--- config.mk ---
export PLATFORM = sky130hd
export DESIGN_NAME = timer16_capture_compare
export DESIGN_NICKNAME = d
export VERILOG_FILES = /design/src/pkg/tmr_pkg.sv /design/src/pkg/cnt_if.sv /design/src/hdl/timer16_capture_compare.sv /design/src/hdl/edge_detect.sv /design/src/hdl/count_core.sv
export SDC_FILE = /design/constraint.sdc
export NUM_CORES = 1
export LEC_CHECK = 0
export ABC_AREA = 1
export BUFFER_PORTS_ARGS = -buffer_cell sky130_fd_sc_hd__buf_2
export CAP_MARGIN = 20
export CORE_UTILIZATION = 55
export DETAILED_ROUTE_END_ITERATION = 8
export GPL_TIMING_DRIVEN = 0
export PLACE_DENSITY = 0.84
export SETUP_SLACK_MARGIN = 0.05
export SLEW_MARGIN = 20
export SYNTH_ARGS = -nofsm -noshare
export SYNTH_HDL_FRONTEND = slang
export SYNTH_HIERARCHICAL = 1
export SYNTH_SLANG_ARGS = --single-unit
--- constraint.sdc ---
create_clock -name MCLK_I -period 4.48 [get_ports MCLK_I]
set_input_delay 0.448 -clock MCLK_I [delete_from_list [all_inputs] [get_ports MCLK_I]]
set_output_delay 0.448 -clock MCLK_I [all_outputs]
set_load 0.03 [all_outputs]
--- src/pkg/tmr_pkg.sv ---
// constants of the 16-bit capture/compare timer
// assumes one clock domain and an AXI4-Lite register port
package tmr_pkg;

	// ********************************
	// register offsets (byte addresses)
	// ********************************
	localparam logic [7:0] OFS_COUNT = 8'h00;
	localparam logic [7:0] OFS_CCA   = 8'h04;
	localparam logic [7:0] OFS_CCB   = 8'h08;
	localparam logic [7:0] OFS_CTRL  = 8'h0c;
	localparam logic [7:0] OFS_STAT  = 8'h10;
	localparam logic [7:0] OFS_MASK  = 8'h14;

	// ********************************
	// control fields
	// ********************************
	localparam int CTL_MODE_LO = 0;
	localparam int CTL_CCA_CAP = 2;
	localparam int CTL_CCB_CAP = 3;
	localparam int CTL_EXT_CLK = 4;
	localparam int CTL_OUT_EN  = 5;
	localparam int CTL_FALL_A  = 6;
	localparam int CTL_ONESHOT = 7;

	// ********************************
	// status fields
	// ********************************
	localparam int ST_MATCH_A = 0;
	localparam int ST_OVF     = 1;
	localparam int ST_MATCH_B = 2;

	// ********************************
	// reset values
	// ********************************
	localparam logic [7:0]  CTRL_RST = 8'h00;
	localparam logic [2:0]  STAT_RST = 3'h0;
	localparam logic [15:0] CNT_RST  = 16'h0000;
	localparam logic [15:0] CC_RST   = 16'h0000;
	localparam logic [15:0] CNT_MAX  = 16'hffff;

	localparam logic [1:0] RESP_OKAY   = 2'h0;
	localparam logic [1:0] RESP_SLVERR = 2'h2;

	typedef enum logic [1:0] {
		MODE_STOP      = 2'b00,
		MODE_FREE      = 2'b01,
		MODE_CLR_EDGE  = 2'b10,
		MODE_CLR_MATCH = 2'b11
	} mode_t;

endpackage

--- src/pkg/cnt_if.sv ---
// signals between the timer top and its counter core
// assumes both ends on the same clock
`timescale 1ns/1ps
interface cnt_if;
	logic        pulse;
	logic        hold;
	logic        clear;
	logic        step;
	logic        wrap;
	logic [15:0] value;
	modport core (input pulse, hold, clear, output step, wrap, value);
	modport ctl  (output pulse, hold, clear, input step, wrap, value);
endinterface

--- src/hdl/timer16_capture_compare.sv ---
// 16-bit timer with capture/compare A and B, AXI4-Lite registers
// assumes pins synchronous to MCLK_I, single outstanding bus access
//
// Contract
// - Reading the counter never captures into register B.
// - A counter read holds the count input; no pulse is lost with CTL_EXT_CLK set.
// - In compare use, register A ignores capture triggers.
// - With A zero in free or edge-clear mode, match fires on 0 to 1.
// - With A zero, match also fires on B edge and one-shot clear.
// - A read colliding with a capture may be odd; capture is exact.
// - A stop colliding with a capture still stores the exact count.
`timescale 1ns/1ps
module timer16_capture_compare
	import tmr_pkg::*;
(
	// clock and reset
	input  wire logic        MCLK_I,
	input  wire logic        RST_B_I,
	// axi4-lite write
	input  wire logic [7:0]  AXI_AWADDR_I,
	input  wire logic        AXI_AWVALID_I,
	output logic             AXI_AWREADY_O,
	input  wire logic [31:0] AXI_WDATA_I,
	input  wire logic [3:0]  AXI_WSTRB_I,
	input  wire logic        AXI_WVALID_I,
	output logic             AXI_WREADY_O,
	output logic [1:0]       AXI_BRESP_O,
	output logic             AXI_BVALID_O,
	input  wire logic        AXI_BREADY_I,
	// axi4-lite read
	input  wire logic [7:0]  AXI_ARADDR_I,
	input  wire logic        AXI_ARVALID_I,
	output logic             AXI_ARREADY_O,
	output logic [31:0]      AXI_RDATA_O,
	output logic [1:0]       AXI_RRESP_O,
	output logic             AXI_RVALID_O,
	input  wire logic        AXI_RREADY_I,
	// timer pins
	input  wire logic        CAPTURE_INPUT_A_I,
	input  wire logic        COUNT_IN_I,
	input  wire logic        SHARED_PIN_I,
	output logic             SHARED_PIN_O,
	output logic             SHARED_PIN_OE_B_O,
	// interrupt
	output logic             IRQ_O
);

	// ********************************
	// registers
	// ********************************
	logic [15:0] cca;
	logic [15:0] ccb;
	logic [7:0]  ctrl;
	logic [2:0]  status;
	logic [2:0]  mask;
	logic        have_aw;
	logic        have_w;
	logic [7:0]  awaddr;
	logic [31:0] wdata;
	logic [3:0]  wstrb;
	logic        tout;

	cnt_if cif ();

	count_core u_core (
		.clk_i   (MCLK_I),
		.rst_b_i (RST_B_I),
		.cif     (cif.core)
	);

	logic [2:0] rise;
	logic [2:0] fall;

	edge_detect #(.N(3)) u_edge (
		.clk_i   (MCLK_I),
		.rst_b_i (RST_B_I),
		.pin_i   ({COUNT_IN_I, SHARED_PIN_I, CAPTURE_INPUT_A_I}),
		.rise_o  (rise),
		.fall_o  (fall)
	);

	// ********************************
	// bus decode
	// ********************************
	wire        aw_hs    = AXI_AWVALID_I & AXI_AWREADY_O;
	wire        w_hs     = AXI_WVALID_I & AXI_WREADY_O;
	wire        ar_hs    = AXI_ARVALID_I & AXI_ARREADY_O;
	wire        do_write = have_aw & have_w & ~AXI_BVALID_O;
	wire [31:0] wbe      = {{8{wstrb[3]}}, {8{wstrb[2]}},
	                        {8{wstrb[1]}}, {8{wstrb[0]}}};
	wire [31:0] wm       = wdata & wbe;
	wire        wr_cca   = do_write & (awaddr == OFS_CCA);
	wire        wr_ccb   = do_write & (awaddr == OFS_CCB);
	wire        wr_ctrl  = do_write & (awaddr == OFS_CTRL);
	wire        wr_stat  = do_write & (awaddr == OFS_STAT);
	wire        wr_mask  = do_write & (awaddr == OFS_MASK);
	wire        wr_ok    = wr_cca | wr_ccb | wr_ctrl | wr_stat | wr_mask |
	                       (awaddr == OFS_COUNT);
	wire        rd_ok    = (AXI_ARADDR_I <= OFS_MASK) &
	                       (AXI_ARADDR_I[1:0] == 2'b00);
	wire [31:0] rd_word  =
		(AXI_ARADDR_I == OFS_COUNT) ? {16'h0000, cif.value} :
		(AXI_ARADDR_I == OFS_CCA)   ? {16'h0000, cca} :
		(AXI_ARADDR_I == OFS_CCB)   ? {16'h0000, ccb} :
		(AXI_ARADDR_I == OFS_CTRL)  ? {24'h000000, ctrl} :
		(AXI_ARADDR_I == OFS_STAT)  ? {29'h0, status} :
		(AXI_ARADDR_I == OFS_MASK)  ? {29'h0, mask} :
		32'h00000000;

	// ********************************
	// timer control
	// ********************************
	mode_t mode;
	assign mode = mode_t'(ctrl[CTL_MODE_LO +: 2]);

	wire run     = (mode != MODE_STOP);
	wire edge_a  = ctrl[CTL_FALL_A] ? fall[0] : rise[0];
	wire edge_b  = rise[1] & ~ctrl[CTL_OUT_EN];
	wire oneshot = wr_ctrl & wbe[CTL_ONESHOT] &
	               wdata[CTL_ONESHOT] & run;
	wire match_a = cif.step & (cif.value == cca);
	wire match_b = cif.step & (cif.value == ccb) & ~ctrl[CTL_CCB_CAP];
	wire cap_a   = edge_b & ctrl[CTL_CCA_CAP];
	wire cap_b   = edge_a & ctrl[CTL_CCB_CAP];
	// zero in A: match on 0 to 1 step, B edge or one-shot clear
	wire cca_zero  = (cca == CC_RST);
	wire ev_a      = match_a | (cca_zero & (edge_b | oneshot));

	assign cif.pulse = run & (ctrl[CTL_EXT_CLK] ? rise[2] : 1'b1);
	assign cif.hold  = ar_hs & (AXI_ARADDR_I == OFS_COUNT);
	assign cif.clear = (mode == MODE_CLR_MATCH & match_a & ~cca_zero) |
	                   (mode == MODE_CLR_EDGE & edge_a) | oneshot;

	wire [2:0] events      = {match_b, cif.wrap, ev_a};
	wire [2:0] stat_clr    = wr_stat ? wm[2:0] : 3'h0;
	// a new event wins over a clear in the same cycle
	wire [2:0] next_status = (status & ~stat_clr) | events;

	// ********************************
	// register updates
	// ********************************
	always_ff @(posedge MCLK_I) begin
		if (!RST_B_I) begin
			cca <= CC_RST;
		end else if (cap_a) begin
			cca <= cif.value;
		end else if (wr_cca) begin
			cca <= (cca & ~wbe[15:0]) | wm[15:0];
		end
	end

	always_ff @(posedge MCLK_I) begin
		if (!RST_B_I) begin
			ccb <= CC_RST;
		end else if (cap_b) begin
			ccb <= cif.value;
		end else if (wr_ccb) begin
			ccb <= (ccb & ~wbe[15:0]) | wm[15:0];
		end
	end

	always_ff @(posedge MCLK_I) begin
		if (!RST_B_I) begin
			ctrl   <= CTRL_RST;
			mask   <= STAT_RST;
			status <= STAT_RST;
			IRQ_O  <= 1'b0;
		end else begin
			if (wr_ctrl) begin
				ctrl <= ((ctrl & ~wbe[7:0]) | wm[7:0]) &
				        ~(8'h01 << CTL_ONESHOT);
			end
			if (wr_mask) begin
				mask <= (mask & ~wbe[2:0]) | wm[2:0];
			end
			status <= next_status;
			IRQ_O  <= |(next_status & (wr_mask ?
			          ((mask & ~wbe[2:0]) | wm[2:0]) : mask));
		end
	end

	// timer output toggles on each match of A
	always_ff @(posedge MCLK_I) begin
		if (!RST_B_I) begin
			tout              <= 1'b0;
			SHARED_PIN_O      <= 1'b0;
			SHARED_PIN_OE_B_O <= 1'b1;
		end else begin
			tout              <= tout ^ (ev_a & ctrl[CTL_OUT_EN]);
			SHARED_PIN_O      <= tout ^ (ev_a & ctrl[CTL_OUT_EN]);
			SHARED_PIN_OE_B_O <= ~ctrl[CTL_OUT_EN];
		end
	end

	// ********************************
	// axi4-lite slave
	// ********************************
	always_ff @(posedge MCLK_I) begin
		if (!RST_B_I) begin
			AXI_AWREADY_O <= 1'b1;
			AXI_WREADY_O  <= 1'b1;
			AXI_BVALID_O  <= 1'b0;
			AXI_BRESP_O   <= RESP_OKAY;
			have_aw       <= 1'b0;
			have_w        <= 1'b0;
			awaddr        <= 8'h00;
			wdata         <= 32'h00000000;
			wstrb         <= 4'h0;
		end else begin
			if (aw_hs) begin
				AXI_AWREADY_O <= 1'b0;
				have_aw       <= 1'b1;
				awaddr        <= AXI_AWADDR_I;
			end
			if (w_hs) begin
				AXI_WREADY_O <= 1'b0;
				have_w       <= 1'b1;
				wdata        <= AXI_WDATA_I;
				wstrb        <= AXI_WSTRB_I;
			end
			if (do_write) begin
				have_aw      <= 1'b0;
				have_w       <= 1'b0;
				AXI_BVALID_O <= 1'b1;
				AXI_BRESP_O  <= wr_ok ? RESP_OKAY : RESP_SLVERR;
			end
			if (AXI_BVALID_O && AXI_BREADY_I) begin
				AXI_BVALID_O  <= 1'b0;
				AXI_AWREADY_O <= 1'b1;
				AXI_WREADY_O  <= 1'b1;
			end
		end
	end

	always_ff @(posedge MCLK_I) begin
		if (!RST_B_I) begin
			AXI_ARREADY_O <= 1'b1;
			AXI_RVALID_O  <= 1'b0;
			AXI_RDATA_O   <= 32'h00000000;
			AXI_RRESP_O   <= RESP_OKAY;
		end else if (ar_hs) begin
			AXI_ARREADY_O <= 1'b0;
			AXI_RVALID_O  <= 1'b1;
			AXI_RDATA_O   <= rd_word;
			AXI_RRESP_O   <= rd_ok ? RESP_OKAY : RESP_SLVERR;
		end else if (AXI_RVALID_O && AXI_RREADY_I) begin
			AXI_ARREADY_O <= 1'b1;
			AXI_RVALID_O  <= 1'b0;
		end
	end
endmodule

--- src/hdl/edge_detect.sv ---
// rising and falling edge detection for synchronous pin inputs
// assumes inputs already synchronous to the clock
`timescale 1ns/1ps
module edge_detect
	import tmr_pkg::*;
#(
	parameter int N = 3
) (
	// clock and reset
	input  wire logic         clk_i,
	input  wire logic         rst_b_i,
	// pins
	input  wire logic [N-1:0] pin_i,
	// edges, one cycle each
	output logic      [N-1:0] rise_o,
	output logic      [N-1:0] fall_o
);

	logic [N-1:0] last;

	for (genvar i = 0; i < N; i++) begin : g_edge
		always_ff @(posedge clk_i) begin
			if (!rst_b_i) begin
				last[i] <= 1'b0;
			end else begin
				last[i] <= pin_i[i];
			end
		end
		assign rise_o[i] = pin_i[i] & ~last[i];
		assign fall_o[i] = ~pin_i[i] & last[i];
	end

endmodule

--- src/hdl/count_core.sv ---
// 16-bit up counter with read hold-off and deferred count
// assumes hold lasts at most one cycle at a time
`timescale 1ns/1ps
module count_core
	import tmr_pkg::*;
(
	// clock and reset
	input  wire logic clk_i,
	input  wire logic rst_b_i,
	// control side
	cnt_if.core       cif
);

	logic        pending;
	logic [15:0] cnt;
	logic [15:0] next_cnt;
	wire         apply = ~cif.hold & (cif.pulse | pending);

	// a pulse seen during a read is kept, unless a kept pulse is already pending
	assign next_cnt  = cif.clear ? CNT_RST :
	                   apply ? cnt + 16'h0001 : cnt;
	assign cif.step  = apply;
	assign cif.wrap  = apply & ~cif.clear & (cnt == CNT_MAX);
	assign cif.value = cnt;

	always_ff @(posedge clk_i) begin
		if (!rst_b_i) begin
			pending <= 1'b0;
			cnt     <= CNT_RST;
		end else begin
			// a kept pulse waits while new pulses keep coming
			pending <= cif.hold ? (cif.pulse | pending) :
			           (cif.pulse & pending);
			cnt     <= next_cnt;
		end
	end
endmodule

==> results of run 1 <==
## power groups by stage
| stage | combinational (W) | sequential, W | clock (W) |
|---|---|---|---|
| 5_1_grt | 0.000271 | 0.00113 | 0.00157 |
| 4_1_cts | 0.000239 | 0.00112 | 0.00152 |
| 6_report | 0.000240 | 0.00112 | 0.00152 |
| 3_5_place_dp | 0.000235 | 0.00114 | 0 |
| 2_1_floorplan | 0.000150 | 0.00116 | 0 |
| 3_3_place_gp | 0.000231 | 0.00114 | 0 |
## worst min-delay path: stages
cell,delay (ps)
buf_2,80
nand2_1,40
inv_1,40
## cells in the final DEF, fill, tap and decap left out, drive strengths merged
| cell type | instances |
|---|---|
| o211ai | 1 |
| bufinv | 5 |
| o21bai | 2 |
| nand3b | 4 |
| nand2 | 248 |
| xnor2 | 2 |
| ha | 1 |
| nor2 | 140 |
| a21boi | 1 |
| conb | 18 |
| xor2 | 1 |
| nor4 | 1 |
| dfxtp | 119 |
| nand3 | 79 |
| o21ai | 109 |
| inv | 114 |
| o31ai | 1 |
| nor3 | 9 |
| clkinvlp | 1 |
| a21oi | 85 |
| nand4 | 3 |
| clkinv | 5 |
| clkbuf | 45 |
| or2 | 1 |
| a31oi | 13 |
| o2111ai | 5 |
| buf | 104 |
| and3 | 1 |
## how the worst max path moves through the flow
| stage | to | from | depth (start not counted) |
|---|---|---|---|
| after floorplan | IRQ_O | AXI_ARREADY_O | 21 |
| after global placement | IRQ_O | AXI_ARVALID_I | 22 |
| after detailed placement | IRQ_O | AXI_ARVALID_I | 22 |
| after CTS | IRQ_O | AXI_ARREADY_O | 21 |
| after global routing | IRQ_O | AXI_ARREADY_O | 21 |
| final | IRQ_O | AXI_ARREADY_O | 21 |
## stage by stage
stage	cells	util, %
2_1_floorplan	1018	-
3_3_place_gp	1230	61.55
4_1_cts	1261	67.29
5_1_grt	1261	67.29
3_5_place_dp	1230	61.55
6_report	1261	67.29
## cell type report
cell class	count	share of cell area, %
multi-input combinational	725	43.61
inverter	117	5.716
buffer	57	4.315
sequential	119	31.00
timing repair buffer	69	4.494
clock inverter	8	2.182
tap	143	2.329
clock buffer	23	6.351
## metal layers
layer	share of wire (%)	global-route usage, %	up-vias	wire (µm)
li1	-	-	3402	-
met5	0	0	-	0
met1	42	39.20	3022	7526
met2	47	52.50	317	8387
met4	2.6	13.44	0	471
met3	9.0	7.525	43	1616
==> impl_metrics.tcl, run 1 <==
set metrics [dict create \
    start_kind "flip-flop" \
    io_buffers 69 \
    combPwrFrac_pct 8.3 \
    place_hpwl_mm 13.44 \
    synth_cells 1001 \
    max_freq_mhz 283.4 \
    tns_ps 0 \
    ctsRootBufferMaster "clkbuf_16" \
    initial_core_util_pct 56.40 \
    fin_nets 1169 \
    seq_area_um2 2382 \
    fill_cells 1021 \
    clk_latency_ps 420 \
    grt_max_degree 17 \
    leakage_nw 3.452 \
    drt-vias-per-instance 5.380 \
    antenna_found_initial 0 \
    switchingPower_w 0.0006644 \
    fin_crit_ps 3529 \
    drive_above_1_share_pct 14.31 \
    route.detailed.drc 0 \
    skew_ps 8.650 \
    r2r_start "AXI_ARREADY_O" \
    clkTransAtPathRegs_ps 50 \
    grt_pass1_wl_mm 29.05 \
    worstPathCellList "nand2_1 > clkbuf_1 > nor2_1 > nor2_4 > buf_6 > inv_1 > a21oi_1 > nand3_1 > nor2_1 > nand3_1 > nor2_1 > nor2_1 > o21ai_0 > nor3_1 > and3_1 > inv_1 > nand2_1 > nand2_1 > nand2_1 > nor2_1 > nor2_1" \
    drtIter0Drc 559 \
    max-cap-violations 0 \
    finalInstanceArea_um2 7684 \
    dp_slack_ps 763.5 \
    via_count 6784 \
    coreArea_um2 11420 \
    rsz0062_at_grt "false" \
    power_frac_seq_pct 39.0 \
    wl_per_cell_um 14.28 \
    cts_tree "done" \
    drtAntennaViolNets 0 \
    post_cts_resized 0 \
    multi_input_area_um2 3351 \
    grt_pass1_vias 6214 \
    numCtsBuffers 17 \
    n_antenna_cell 0 \
    r2r_cells 21 \
    cp_common_cell "nor2_1" \
    ioPinCount 106 \
    grt.overflow.total 0 \
    htree_levels 4 \
    holdBufCountCts 0 \
    cp_data_required_time_ps 4770 \
    fin_total_pwr_w 0.002878 \
    critical_path.endpoint_type "flip-flop" \
    clkPwrFrac_pct 52.7 \
    tightestPinTransition_ps 646.1 \
    p_per_area_nw_per_um2 374.6 \
    netlist_area_um2 6440 \
    setup_viol 0 \
    finalWirelength_mm 18.00 \
    hold_viol 0 \
    cp_num_buf_inv 4 \
    worstHoldPathCells 3 \
    dieArea_um2 12150 \
    cts_setup_buffers 0 \
    p_int_w 0.002214 \
    std_cell_rows 39 \
    min_from "COUNT_IN_I" \
    cpLargestDelayFamily "simple AND/OR/NAND/NOR gates" \
    critical_path_class "flip-flop to flip-flop" \
    grtUsageTotal_pct 31.64 \
    path_max_fanout 10 \
    cts.sinks 119 \
    die_h_um 110.2 \
    worst_hold_path_type "input pin to flip-flop" \
    ff2ff_setup_slack_ps 950 \
    max_slew_margin_pct 56.93 \
    arrival_ps 3820 \
    drt-pass1-iter-count 6 \
    hold_path_end "u_edge/last[2]" \
    swShare_pct 23.08 \
    whs_ps 219.6 \
    outcome "finished, final reports clean" \
    critical-path-max-stage-delay_ps 490 \
    syn_avg_cell_area_um2 6.433 \
    r2r-end "IRQ_O" \
    finalCritPeriodShare_pct 78.77 \
    globalplace.congestion 0.9062 \
    final_max_slew_viol_count 0 \
    worst_path_max_delay_cell "o21ai_0" \
    ys.warnings.count 6 \
    clk_path_buf_depth 2 \
    area_growth_pct 19.31 \
    die_w_um 110.2 \
    placed_area_um2 7028 \
    fin_ws_ps 951.0 \
    vdd_drop_max_v 0.0004776 \
]
No activity file was read; power rests on OpenSTA's default activity.
==> run 2: changes to the inputs <==
- clock period: 4.48 -> 3.5 ns (I/O delays scaled with it)
==> impl_metrics.tcl, run 2 (same netlist as run 1, synthesis figures left out) <==
set metrics [dict create \
    worst_hold_path_type "input pin to flip-flop" \
    max_freq_mhz 313.5 \
    outcome "finished, final reports clean" \
    worst_path_max_delay_cell "o21ai_1" \
    ctsRootBufferMaster "clkbuf_16" \
    skew_ps 6.623 \
    final_common_cell "nand2_1" \
    route.detailed.drc 0 \
    area_growth_pct 19.33 \
    clk_latency_ps 420 \
    arrival_ps 3480 \
    std_cell_rows 39 \
    ff2ff_setup_slack_ps 310 \
    fin_nets 1169 \
    final_cell_mix "nand2_1, nor2_1, dfxtp_1, inv_1, o21ai_0" \
    fin_total_pwr_w 0.003680 \
    grt.overflow.total 0 \
    grt_pass1_wl_mm 29.05 \
    numCtsBuffers 17 \
    antenna_found_initial 0 \
    path_max_fanout 10 \
    grtUsageTotal_pct 31.64 \
    grt_max_degree 17 \
    wl_per_cell_um 14.23 \
    drive_above_1_share_pct 14.40 \
    critical-path-max-stage-delay_ps 340 \
    clk_path_buf_depth 2 \
    globalplace.congestion 0.9062 \
    dp_slack_ps -118.5 \
    finalInstanceArea_um2 7685 \
    die_h_um 110.2 \
    htree_levels 4 \
    drtAntennaViolNets 0 \
    max-cap-violations 0 \
    placed_area_um2 7028 \
    leakage_nw 3.455 \
    critical_path_class "flip-flop to flip-flop" \
    place_hpwl_mm 13.44 \
    dieArea_um2 12150 \
    grt_pass1_vias 6214 \
    worstPathCellList "nand2_1 > clkbuf_2 > nor2_1 > nor2_4 > buf_6 > inv_1 > a21oi_1 > nand3_1 > nor2_1 > nand3_1 > nor2_1 > nor2_1 > o21ai_1 > nor3_1 > and3_1 > inv_1 > nand2_1 > nand2_1 > nand2_1 > nor2_1 > nor2_1" \
    final_max_slew_viol_count 0 \
    critical_path.endpoint_type "flip-flop" \
    cp_data_required_time_ps 3790 \
    cts.sinks 119 \
    hold_viol 0 \
    via_count 6812 \
    finalCritPeriodShare_pct 91.14 \
    setup_viol 0 \
    drt-vias-per-instance 5.402 \
    fill_cells 1020 \
    max_slew_margin_pct 56.64 \
    final_util_pct 67.30 \
    clkTransAtPathRegs_ps 50 \
    drtIter0Drc 561 \
    whs_ps 124.2 \
    initial_core_util_pct 56.40 \
    cp_common_cell "nor2_1" \
    p_per_area_nw_per_um2 478.9 \
    n_antenna_cell 0 \
    die_w_um 110.2 \
    io_buffers 69 \
    fin_ws_ps 310.2 \
    tightestPinTransition_ps 650.5 \
    fin_crit_ps 3190 \
    start_kind "flip-flop" \
    cts_tree "done" \
    coreArea_um2 11420 \
    ioPinCount 106 \
    cts_setup_buffers 0 \
    rsz0062_at_grt "false" \
    drt-pass1-iter-count 6 \
    finalWirelength_mm 17.94 \
    vdd_drop_max_v 0.0006116 \
]
-- run 2: final cells by class --
class                           instances  area, µm²  area share [%]
Sequential cell                       119       2382           31.00
Clock buffer                           23      488.0           6.350
Inverter                              117      439.2           5.715
Tap cell                              143      178.9           2.328
Timing Repair Buffer                   69      345.3           4.494
Buffer                                 57      332.8           4.331
Multi-Input combinational cell        725       3351           43.60
Clock inverter                          8      167.7           2.182
-- run 2: critical path, delay by kind of cell, from the launching register on --
kind                   cells  cell delay [ps]
AOI/OAI and AO/OA          2              460
buffers and inverters      4              610
and+or+nand+nor           15             1670
DFF                        1              320
-- run 2: final timing paths --
kind                               startpoint           endpoint  cells after the start
worst min register to register      flip-flop  SHARED_PIN_OE_B_O                      1
worst max register to register  AXI_ARREADY_O              IRQ_O                     21
worst max-delay path            AXI_ARREADY_O              IRQ_O                     21
worst min-delay path               COUNT_IN_I     u_edge/last[2]                      3
-- run 2: repair_timing --
item	in CTS	in global routing
setup endpoints to repair	1	1
gates resized for setup	1	2
hold buffers	0	0
-- run 2: power by group --
group | internal (W) | switching (W) | leakage (nW)
registers | 0.00140 | 0.0000354 | 0.969
logic | 0.000101 | 0.000207 | 2.17
clock network | 0.00133 | 0.000604 | 0.319
total | 0.00283 | 0.000846 | 3.45
-- run 2: stage by stage --
step | setup TNS [ps] | std cells
3_3_place_gp | -95.05 | 1230
2_1_floorplan | 0 | 1018
5_1_grt | 0 | 1261
6_report | 0 | 1261
4_1_cts | 0 | 1261
3_5_place_dp | -118.5 | 1230
-- run 2: per-layer routing --
layer  global-route usage [%]  wire, µm
met5                        0         0
met4                    13.44       492
met3                    7.525      1577
met2                    52.50      8326
met1                    39.20      7543
